===== config.mk =====
export PLATFORM = sky130hd
export DESIGN_NAME = flrd_readout
export DESIGN_NICKNAME = d
export VERILOG_FILES = /design/src/verilog/flrd_pkg.sv /design/src/verilog/flrd_readout.sv
export VERILOG_INCLUDE_DIRS = /design/src /design/src/verilog
export SDC_FILE = /design/constraint.sdc
export NUM_CORES = 2
export LEC_CHECK = 0
export BUFFER_PORTS_ARGS = -buffer_cell sky130_fd_sc_hd__buf_2
export CORE_AREA = 4 4 348 350
export CTS_CLUSTER_DIAMETER = 80
export DETAILED_ROUTE_END_ITERATION = 16
export DIE_AREA = 0 0 352 354
export PLACE_DENSITY = 0.81
export SLEW_MARGIN = 20
export SYNTH_ARGS = -nofsm -noshare
export SYNTH_HDL_FRONTEND = slang
export SYNTH_HIERARCHICAL = 1
export SYNTH_SLANG_ARGS = --single-unit

===== constraint.sdc =====
create_clock -name sys_clk_in -period 91.1 [get_ports sys_clk_in]
set_input_delay 9.11 -clock sys_clk_in [delete_from_list [all_inputs] [get_ports sys_clk_in]]
set_output_delay 9.11 -clock sys_clk_in [all_outputs]
set_load 0.01 [all_outputs]

===== src/verilog/flrd_params.svh =====
// Constants of the fault log read-out formatter
// Behaviour
// - Block bytes 71 to 237 carry cyclic telemetry.
// - First cyclic byte is loop entry at pointer.
// - Each next cyclic byte steps one position lower.
// - Loop holds 54 positions; 0 wraps to 53.
// - Pointer 8 yields temp status, temp high, low.
// - Positions 0 and 1 hold die temperature.
// - Positions 2 to 13 hold channel 0 group.
// - Positions 14-16 input voltage and status; 17 zero.
// - Channels 1-3 groups start at 18, 30, 42.
// - Block byte 0 returns the fault-time pointer.
// - Bytes 1-6 return 41-bit timestamp, LSB first.
// - Bytes 7-58 return peaks and minimums, low first.
// - Bytes 59-70 return per-channel status bytes.
// - Bus byte numbers are log index plus one.
// - Bytes 238-254 zero; last read releases lock.
// - Loop refreshed per converter result while unlocked.
`ifndef FLRD_PARAMS_SVH
`define FLRD_PARAMS_SVH
`define FLRD_LOOP_LAST 6'h35
`define FLRD_PRE_LAST 8'h46
`define FLRD_CYC_FIRST 8'h47
`define FLRD_CYC_LAST 8'hED
`define FLRD_BLOCK_LAST 8'hFE
`define FLRD_STAMP_FIRST 8'h01
`define FLRD_STAMP_LAST 8'h06
`define FLRD_EXTR_FIRST 8'h07
`define FLRD_STAT_FIRST 8'h3B
`define FLRD_CH0_BASE 6'h02
`define FLRD_VIN_BASE 6'h0E
`define FLRD_CH1_BASE 6'h12
`define FLRD_GROUP_LEN 6'h0C
`define FLRD_ZERO_POS 6'h11
`define FLRD_FIFO_DEPTH 4
`define FLRD_STAMP_STEP_US 200
`endif


===== src/verilog/flrd_pkg.sv =====
// Types of the fault log read-out formatter
package flrd_pkg;
  typedef struct packed {
    logic [15:0] vout;
    logic [7:0] vstat;
    logic [7:0] vendor;
    logic [15:0] temp;
    logic [7:0] tstat;
    logic [7:0] istat;
    logic [15:0] iout;
    logic [15:0] pout;
  } flrd_chan_s;
  typedef struct packed {
    flrd_chan_s [3:0] ch;
    logic [15:0] die_temp;
    logic [15:0] vin;
    logic [7:0] vin_stat;
  } flrd_telem_s;
  typedef struct packed {
    logic [15:0] vpk;
    logic [15:0] vmin;
    logic [15:0] tpk;
    logic [15:0] tmin;
    logic [15:0] ipk;
    logic [15:0] imin;
  } flrd_extr_s;
  typedef struct packed {
    flrd_extr_s [3:0] ch;
    logic [15:0] vin_pk;
    logic [15:0] vin_min;
  } flrd_peaks_s;
  typedef struct packed {
    logic [7:0] bus_num;
    logic [7:0] data;
    logic last;
  } flrd_byte_s;
  typedef enum logic [3:0] {
    FLRD_IDLE = 4'h1,
    FLRD_PRE = 4'h2,
    FLRD_CYC = 4'h4,
    FLRD_PAD = 4'h8
  } flrd_phase_e;
endpackage


===== src/verilog/flrd_readout.sv =====
// Fault log read-out formatter with its output FIFO
`timescale 1ns/1ps
`include "flrd_params.svh"

module flrd_fifo #(
  parameter int WIDTH = 17,
  parameter int DEPTH = 4
) (
  input wire logic sys_clk_in,
  input wire logic rst_in,
  input wire logic in_valid_in,
  output logic in_ready_out,
  input wire logic [WIDTH-1:0] in_data_in,
  output logic out_valid_out,
  input wire logic out_ready_in,
  output logic [WIDTH-1:0] out_data_out
);
  localparam int CW = $clog2(DEPTH + 1);
  typedef struct packed {
    logic [DEPTH-1:0][WIDTH-1:0] mem;
    logic [CW-1:0] cnt;
    logic vld;
  } flrd_fifo_state_s;
  flrd_fifo_state_s s_q;
  flrd_fifo_state_s s_d;
  logic push;
  logic pop;

  assign in_ready_out = s_q.cnt < CW'(DEPTH);
  assign push = in_valid_in && in_ready_out;
  assign pop = s_q.vld && out_ready_in;
  assign out_valid_out = s_q.vld;
  assign out_data_out = s_q.mem[0];

  // Shift toward the head so the head is always a flop
  always_comb
  begin
    s_d = s_q;
    if (pop)
    begin
      for (int i = 0; i < DEPTH - 1; i++)
      begin
        s_d.mem[i] = s_q.mem[i+1];
      end
      s_d.mem[DEPTH-1] = '0;
      s_d.cnt = s_q.cnt - CW'(1);
    end
    if (push)
    begin
      s_d.mem[s_d.cnt] = in_data_in;
      s_d.cnt = s_d.cnt + CW'(1);
    end
    s_d.vld = s_d.cnt != '0;
  end

  always_ff @(posedge sys_clk_in or posedge rst_in)
  begin
    if (rst_in)
    begin
      s_q <= '0;
    end
    else
    begin
      s_q <= s_d;
    end
  end
endmodule

module flrd_readout (
  input wire logic sys_clk_in,
  input wire logic rst_in,
  input wire logic conv_done_in,
  input wire flrd_pkg::flrd_telem_s telem_in,
  input wire flrd_pkg::flrd_peaks_s peaks_in,
  input wire logic [40:0] stamp_in,
  input wire logic fault_in,
  input wire logic lock_set_in,
  input wire logic read_start_in,
  output logic rd_valid_out,
  input wire logic rd_ready_in,
  output flrd_pkg::flrd_byte_s rd_byte_out,
  output logic ram_lock_out,
  output logic busy_out
);
  typedef struct packed {
    flrd_pkg::flrd_phase_e phase;
    logic [7:0] idx;
    logic [5:0] walk;
    logic [5:0] wptr;
    logic [5:0] ptr;
    logic lock;
    logic busy;
    logic [40:0] stamp;
    flrd_pkg::flrd_peaks_s peaks;
    logic [3:0][2:0][7:0] stat;
    logic [53:0][7:0] loop;
  } flrd_state_s;
  flrd_state_s s_q;
  flrd_state_s s_d;
  flrd_pkg::flrd_byte_s push_byte;
  logic push_ready;
  logic push;
  logic last_pop;
  logic conv_wr;

  function automatic logic [7:0] flrd_lohi(input logic [15:0] w, input logic hi);
    flrd_lohi = hi ? w[15:8] : w[7:0];
  endfunction

  function automatic logic [5:0] flrd_step_down(input logic [5:0] p);
    flrd_step_down = (p == 6'h00) ? `FLRD_LOOP_LAST : p - 6'h01;
  endfunction

  // Loop position to live telemetry byte
  // loop position map
  function automatic logic [7:0] flrd_loop_byte(input logic [5:0] pos,
                                                input flrd_pkg::flrd_telem_s t);
    logic [5:0] off;
    logic [1:0] c;
    flrd_pkg::flrd_chan_s ch;
    off = 6'h00;
    c = 2'h0;
    flrd_loop_byte = 8'h00;
    if (pos < `FLRD_CH0_BASE)
    begin
      flrd_loop_byte = flrd_lohi(t.die_temp, pos[0]);
    end
    else if (pos >= `FLRD_VIN_BASE && pos < `FLRD_CH1_BASE)
    begin
      if (pos < `FLRD_ZERO_POS - 6'h01)
      begin
        flrd_loop_byte = flrd_lohi(t.vin, pos[0]);
      end
      else if (pos == `FLRD_ZERO_POS - 6'h01)
      begin
        flrd_loop_byte = t.vin_stat;
      end
    end
    else
    begin
      if (pos < `FLRD_VIN_BASE)
      begin
        off = pos - `FLRD_CH0_BASE;
      end
      else
      begin
        c = 2'(((pos - `FLRD_CH1_BASE) / `FLRD_GROUP_LEN) + 6'h01);
        off = (pos - `FLRD_CH1_BASE) % `FLRD_GROUP_LEN;
      end
      ch = t.ch[c];
      unique case (off)
        6'h00, 6'h01: flrd_loop_byte = flrd_lohi(ch.vout, off[0]);
        6'h02: flrd_loop_byte = ch.vstat;
        6'h03: flrd_loop_byte = ch.vendor;
        6'h04, 6'h05: flrd_loop_byte = flrd_lohi(ch.temp, off[0]);
        6'h06: flrd_loop_byte = ch.tstat;
        6'h07: flrd_loop_byte = ch.istat;
        6'h08, 6'h09: flrd_loop_byte = flrd_lohi(ch.iout, off[0]);
        default: flrd_loop_byte = flrd_lohi(ch.pout, off[0]);
      endcase
    end
  endfunction

  // Preamble byte from the fault snapshot
  // preamble byte map
  function automatic logic [7:0] flrd_pre_byte(input flrd_state_s s);
    logic [7:0] k;
    logic [15:0] w;
    logic [1:0] c;
    logic [1:0] j;
    flrd_pkg::flrd_extr_s e;
    k = 8'h00;
    w = 16'h0000;
    c = 2'h0;
    j = 2'h0;
    flrd_pre_byte = 8'h00;
    if (s.idx < `FLRD_STAMP_FIRST)
    begin
      flrd_pre_byte = {2'h0, s.ptr};
    end
    else if (s.idx < `FLRD_STAMP_LAST)
    begin
      flrd_pre_byte = 8'(s.stamp >> (6'(s.idx - `FLRD_STAMP_FIRST) * 6'h08));
    end
    else if (s.idx == `FLRD_STAMP_LAST)
    begin
      flrd_pre_byte = {7'h00, s.stamp[40]};
    end
    else if (s.idx < `FLRD_STAT_FIRST)
    begin
      k = s.idx - `FLRD_EXTR_FIRST;
      if (k >= 8'h0C && k < 8'h10)
      begin
        w = k[1] ? s.peaks.vin_min : s.peaks.vin_pk;
      end
      else
      begin
        if (k >= 8'h10)
        begin
          c = 2'(((k - 8'h10) / 8'h0C) + 8'h01);
          k = (k - 8'h10) % 8'h0C;
        end
        e = s.peaks.ch[c];
        unique case (k[3:1])
          3'h0: w = e.vpk;
          3'h1: w = e.vmin;
          3'h2: w = e.tpk;
          3'h3: w = e.tmin;
          3'h4: w = e.ipk;
          default: w = e.imin;
        endcase
      end
      flrd_pre_byte = flrd_lohi(w, k[0]);
    end
    else
    begin
      c = 2'((s.idx - `FLRD_STAT_FIRST) / 8'h03);
      j = 2'((s.idx - `FLRD_STAT_FIRST) % 8'h03);
      flrd_pre_byte = s.stat[c][j];
    end
  endfunction

  assign push = (s_q.phase != flrd_pkg::FLRD_IDLE) && push_ready;
  assign last_pop = rd_valid_out && rd_ready_in && rd_byte_out.last;
  assign conv_wr = conv_done_in && !s_q.lock;

  always_comb
  begin
    push_byte.bus_num = s_q.idx + 8'h01;
    push_byte.last = s_q.idx == `FLRD_BLOCK_LAST;
    push_byte.data = 8'h00;
    unique case (s_q.phase)
      flrd_pkg::FLRD_PRE: push_byte.data = flrd_pre_byte(s_q);
      flrd_pkg::FLRD_CYC: push_byte.data = s_q.loop[s_q.walk];
      default: push_byte.data = 8'h00;
    endcase
  end

  always_comb
  begin
    s_d = s_q;
    if (conv_wr)
    begin
      s_d.wptr = (s_q.wptr == `FLRD_LOOP_LAST) ? 6'h00 : s_q.wptr + 6'h01;
      s_d.loop[s_d.wptr] = flrd_loop_byte(s_d.wptr, telem_in);
    end
    if (fault_in && !s_q.lock && !s_q.busy)
    begin
      s_d.ptr = s_d.wptr;
      s_d.stamp = stamp_in;
      s_d.peaks = peaks_in;
      for (int c = 0; c < 4; c++)
      begin
        s_d.stat[c][0] = telem_in.ch[c].vstat;
        s_d.stat[c][1] = telem_in.ch[c].istat;
        s_d.stat[c][2] = telem_in.ch[c].tstat;
      end
    end
    // final byte read releases lock, set wins
    if (last_pop)
    begin
      s_d.lock = 1'b0;
    end
    if (lock_set_in || (fault_in && !s_q.busy))
    begin
      s_d.lock = 1'b1;
    end
    unique case (s_q.phase)
      flrd_pkg::FLRD_IDLE:
      begin
        if (read_start_in)
        begin
          s_d.phase = flrd_pkg::FLRD_PRE;
          s_d.idx = 8'h00;
        end
      end
      flrd_pkg::FLRD_PRE:
      begin
        if (push)
        begin
          s_d.idx = s_q.idx + 8'h01;
          if (s_q.idx == `FLRD_PRE_LAST)
          begin
            s_d.phase = flrd_pkg::FLRD_CYC;
            s_d.walk = s_q.ptr;
          end
        end
      end
      flrd_pkg::FLRD_CYC:
      begin
        if (push)
        begin
          s_d.idx = s_q.idx + 8'h01;
          s_d.walk = flrd_step_down(s_q.walk);
          if (s_q.idx == `FLRD_CYC_LAST)
          begin
            s_d.phase = flrd_pkg::FLRD_PAD;
          end
        end
      end
      flrd_pkg::FLRD_PAD:
      begin
        if (push)
        begin
          s_d.idx = s_q.idx + 8'h01;
          if (s_q.idx == `FLRD_BLOCK_LAST)
          begin
            s_d.phase = flrd_pkg::FLRD_IDLE;
          end
        end
      end
    endcase
    s_d.busy = (s_d.phase != flrd_pkg::FLRD_IDLE) || rd_valid_out;
  end

  always_ff @(posedge sys_clk_in or posedge rst_in)
  begin
    if (rst_in)
    begin
      s_q <= '0;
      s_q.phase <= flrd_pkg::FLRD_IDLE;
      s_q.wptr <= `FLRD_LOOP_LAST;
    end
    else
    begin
      s_q <= s_d;
    end
  end

  assign ram_lock_out = s_q.lock;
  assign busy_out = s_q.busy;

  // one byte per bus byte through the FIFO
  flrd_fifo #(
    .WIDTH($bits(flrd_pkg::flrd_byte_s)),
    .DEPTH(`FLRD_FIFO_DEPTH)
  ) u_fifo (
    .sys_clk_in(sys_clk_in),
    .rst_in(rst_in),
    .in_valid_in(s_q.phase != flrd_pkg::FLRD_IDLE),
    .in_ready_out(push_ready),
    .in_data_in(push_byte),
    .out_valid_out(rd_valid_out),
    .out_ready_in(rd_ready_in),
    .out_data_out(rd_byte_out)
  );
endmodule


Word level (Yosys, flattened, before mapping). Index checks and enable logic that the tools add are counted.

Add/subtract/negate cells: 13. Div/mod/pow operators: 6. Magnitude comparators: 21. Equal/unequal tests: 30. Shift operators: 1. Mux-type cells: 82. Reduce and logical (&&, ||, !) cells: 26.

Operators by type and width (number): bitwise mux 432 bit (1); binary-select mux 96 bit (select 2 bit) (2); 2-to-1 mux 96 bit (2); 2-to-1 mux 8 bit (19); 2-to-1 mux 71 bit (2); one-hot mux 16 bit (5 select lines) (1); bitwise mux 68 bit (1); one-hot mux 8 bit (7 select lines) (1); binary-select mux 24 bit (select 2 bit) (1); binary-select mux 8 bit (select 6 bit) (1); demux 8 bit (select 6 bit) (1); 2-to-1 mux 6 bit (8); one-hot mux 12 bit (4 select lines) (1); right shift 41 x 6 -> 8 bit (1); 2-to-1 mux 4 bit (10); 2-to-1 mux 18 bit (2); demux 17 bit (select 2 bit) (1); 2-to-1 mux 16 bit (2); == test 6 x 3 -> 1 bit (second input constant) (4); 2-to-1 mux 12 bit (2); 2-to-1 mux 24 bit (1); 2-to-1 mux 2 bit (11); 2-to-1 mux 17 bit (1); binary-select mux 8 bit (select 2 bit) (1); 61 further kinds (102).

Register bits: 1089. Input bits: 888. Logic and storage cells: 285.

Longest topological paths before layout.
Depth after elaboration: 25. Gate-level depth with buffers: 27. Gate-level depth less buffers: 23.

Modules after synthesis. The synthesis kept the hierarchy.

By module, submodules not included: flrd_readout (instances 1, cells an instance 4629, area each 53905.4 um^2); flrd_fifo (instances 1, cells an instance 353, area each 3497.1 um^2).

Least setup slack after synthesis. No wires, ideal clock.

Path kind: in2reg. Start point: in rd_ready_in. End point: reg u_fifo.s_q, in the netlist u_fifo/out_valid_out. Arrival time: 10.800 ns. Required time: 90.973 ns. Setup slack: 80.173 ns. Stages: 8. Cell sequence: nand2_1 buf_4 buf_1 o31ai_1 ha_1 inv_1 a221o_1 or2_2.

RTL lines: from (decl) (line flrd_readout.sv:80) `input wire logic rd_ready_in,`; to (signal assigned) (line flrd_readout.sv:60) `s_q <= '0;`; to (signal assigned) (line flrd_readout.sv:64) `s_q <= s_d;`; to (decl) (line flrd_readout.sv:24) `flrd_fifo_state_s s_q;`.

==> parameters.txt <==
Parameter                              Value

Die
  Die outline area    125000 um^2
  I/O pin count    908
  Die Width    352 um
  Height of the die    354 um
  Total core area    118000 um^2
  Site Rows    126
  Initial cell density of the core    48.7%

Critical path
  Maximum net fanout on the critical path    82
  Crit Path Class    input pin to register
  Crit-path cells    buf_2 > nor3b_2 > buf_4 > buf_4 > buf_4 > buf_4 > mux2_2
  Slowest Stage Delay on Critical Path    0.92 ns
  Slowest CP cell    sky130_fd_sc_hd__buf_4
  Startpoint Class    input pin
  Data arrival time of the critical path    13.51 ns
  Worst EP required    91.67 ns
  Family with the most delay on the worst path    buffers and inverters
  Most Frequent Cell on Critical Path    sky130_fd_sc_hd__buf_4
  Crit path buf inv count    5
  Worst Setup End Kind    register

Yosys
  Top flip-flop cell by instance count after synthesis    sky130_fd_sc_hd__dfrtp_1
  Cell type contributing the most total cell area after synthesis    sky130_fd_sc_hd__dfrtp_1
  Yosys top cell area share    47.3%
  Avg Inst Size Synth    11.5 um^2
  Cell types with the largest area share after synthesis    sky130_fd_sc_hd__dfrtp_1, sky130_fd_sc_hd__mux2_2, sky130_fd_sc_hd__mux4_2
  Fraction of the yosys area taken by sequential cells    47.5%
  Number of nets produced by synthesis    5891
  Number of synthesized register bits    1089
  Most instantiated library cell after synthesis    sky130_fd_sc_hd__dfrtp_1
  Leading post-synthesis cells by instance count    sky130_fd_sc_hd__dfrtp_1, sky130_fd_sc_hd__mux2_2, sky130_fd_sc_hd__nand2_1
  Share of synthesized flip-flops with an asynchronous set or reset    100%
  Post-synthesis cell type count    118
  Number of flops mapped to enable cells by yosys    0
  Cells after Synth    4982
  Mapped Area    57400 um^2
  Yosys warning total    6

Routing
  Initial drt markers    6153
  Total length of routed wires    217 mm
  DR DRC count    0
  Via-to-Cell Ratio    6.40
  DRT antenna net count    0
  Detailed-router iteration count before antenna repair    6
  DR vias    47400
  Post-DR wirelength/cell    29.3 um

Timing
  Slew Viols, Final    0
  Unrepaired setup endpoints after global routing    no
  Total count of hold-check failures in the final report    0
  Min Clock Period, post-route    12.95 ns
  Finish-stage setup viols    0
  Achievable Freq    77.2 MHz
  Headroom to the max-slew limit    17.8%
  Post-Route Skew    0.0602 ns
  Setup tns final    0 ns
  Final Cycle Share    14.2%
  Worst-Margin Slew    1.20 ns

Run status
  Run status    finished clean

GRT
  Global Route Usage Sum    33.5%
  Number of antenna violations at the first check in global routing    91
  Largest net degree at the start of global routing    183
  Total global routing overflow    0
  Vias in the first global route    46200
  First-pass GRT wire length    314 mm

Clock tree
  Maximum number of buffers from clock root to sink    3
  Clock transition at the registers of the reported paths    0.06 ns
  Number of clock sinks    1089
  H-tree depth    3
  Number of resized instances in the post-cts repair step    0
  Number of setup buffers added after CTS    0
  CTS tree    built
  Source-to-sink clock delay at the later pin of the worst-skew pair    0.74 ns
  Clock root cell    sky130_fd_sc_hd__clkbuf_16
  CTS Buf Count    110
  Hold-fix buffer count after cts    0

Finish
  Area overhead of the layout relative to synthesis    16.7%
  Filler cell count    9514
  Share of post-route cells with drive strength above 1    40.0%
  Nets@finish    6592

Run
  Number of max-cap violations    0

Placed design
  HPWL after detailed placement    158 mm
  Last weighted congestion value of the routability-driven placer    1.01
  Buffers added on ports    907

Worst hold path
  Worst hold path type    register to register
cell type report:
| class | count | area, um^2 | area share [%] |
|---|---|---|---|
| tap | 1536 | 1920 | 2.87 |
| multi-input combinational | 3423 | 28200 | 42.1 |
| antenna | 85 | 213 | 0.317 |
| inverter | 60 | 233 | 0.347 |
| clock inverter | 53 | 657 | 0.980 |
| sequential | 1089 | 27300 | 40.7 |
| clock buffer | 155 | 3170 | 4.74 |
| timing repair buffer | 999 | 5340 | 7.97 |
cells by family after synthesis:
| kind of cell | synth area share, % |
|---|---|
| mux | 27.4 |
| simple gates | 9.27 |
| flops | 47.5 |
| compound gates | 11.2 |
| buf+inv | 3.64 |
| xor+xnor | 0.543 |
| fa+ha+maj | 0.458 |
path summary, 6_finish.rpt:
kind	start	to	slack, ns	cells after the start
max in group asynchronous	rst_in	s_q[418]$_DFFE_PP0P_	78.63	6
hold reg to reg	s_q[350]$_DFFE_PP0P_	s_q[350]$_DFFE_PP0P_	0.48	2
setup / recovery	fault_in	s_q[662]$_DFFE_PP0P_	78.15	7
min in group asynchronous	rst_in	s_q[458]$_DFFE_PP0P_	8.55	2
setup reg to reg	s_q[1006]$_DFFE_PP0P_	u_fifo/s_q[39]$_DFF_PP0_	82.41	21
hold / removal	s_q[350]$_DFFE_PP0P_	s_q[350]$_DFFE_PP0P_	0.48	2
layout by cell type, fill, tap and decap left out, types with 18 or more instances in the layout:
cell	n
sky130_fd_sc_hd__diode_2	85
sky130_fd_sc_hd__buf_2	907
sky130_fd_sc_hd__nor3_1	39
sky130_fd_sc_hd__and2_1	35
sky130_fd_sc_hd__dfrtp_1	1081
sky130_fd_sc_hd__nand3_1	140
sky130_fd_sc_hd__mux2_2	852
sky130_fd_sc_hd__mux4_2	166
sky130_fd_sc_hd__clkbuf_16	111
sky130_fd_sc_hd__a311oi_1	28
sky130_fd_sc_hd__nand2_1	644
sky130_fd_sc_hd__xnor2_1	22
sky130_fd_sc_hd__a22oi_1	22
sky130_fd_sc_hd__o22ai_1	41
sky130_fd_sc_hd__nor2_1	167
sky130_fd_sc_hd__a211oi_1	90
sky130_fd_sc_hd__clkinv_2	24
sky130_fd_sc_hd__clkbuf_8	23
sky130_fd_sc_hd__and2_0	21
sky130_fd_sc_hd__ha_1	20
sky130_fd_sc_hd__buf_4	82
sky130_fd_sc_hd__a31oi_1	50
sky130_fd_sc_hd__inv_1	50
sky130_fd_sc_hd__o211ai_1	31
sky130_fd_sc_hd__o21ai_0	215
sky130_fd_sc_hd__and3_1	30
sky130_fd_sc_hd__o221ai_1	36
sky130_fd_sc_hd__nor2b_1	18
sky130_fd_sc_hd__clkbuf_1	21
sky130_fd_sc_hd__a21oi_1	162
sky130_fd_sc_hd__mux2i_1	242
metrics by stage:
stage               instances  setup slack (ns)  hold WS, ns  cell area (um^2)  util (%)
detailed placement       7103             77.40        0.465             62900      53.4
CTS                      7311             78.14        0.479             66700      56.6
global route             7365             78.01        0.502             66900      56.8
floorplan                4982             53.38        0.442             57400         -
finish                   7400             78.15        0.481             67000      56.9
global placement         7102             77.58        0.456             62800      53.4
worst register-to-register path: cells and delay by family (launching register included):
family                     cells  cell delay, ns
AOI/OAI and AO/OA              9            2.92
xor gates and xnor gates       3            1.21
adders and majority gates      2            1.16
buffers and inverters          3            1.34
DFF                            1            0.68
and+or+nand+nor                4            1.24
state kept, by name, indices dropped and copies added, names as in the netlist:
register	flops
busy_out	1
u_fifo/out_data_out	17
u_fifo/out_valid_out	1
ram_lock_out	1
s_q	1015
u_fifo/s_q	54
layer usage:
layer	track usage (%)	vias to the layer above	wire length, um
li1	-	19800	-
met1	46.8	24100	87800
met2	50.4	2855	97100
met3	8.03	534	21600
met4	13.8	20	10200
met5	0	-	134
Power is not shown: default switching activity piles up to over one toggle a cycle in this logic, so the estimate is an artifact.
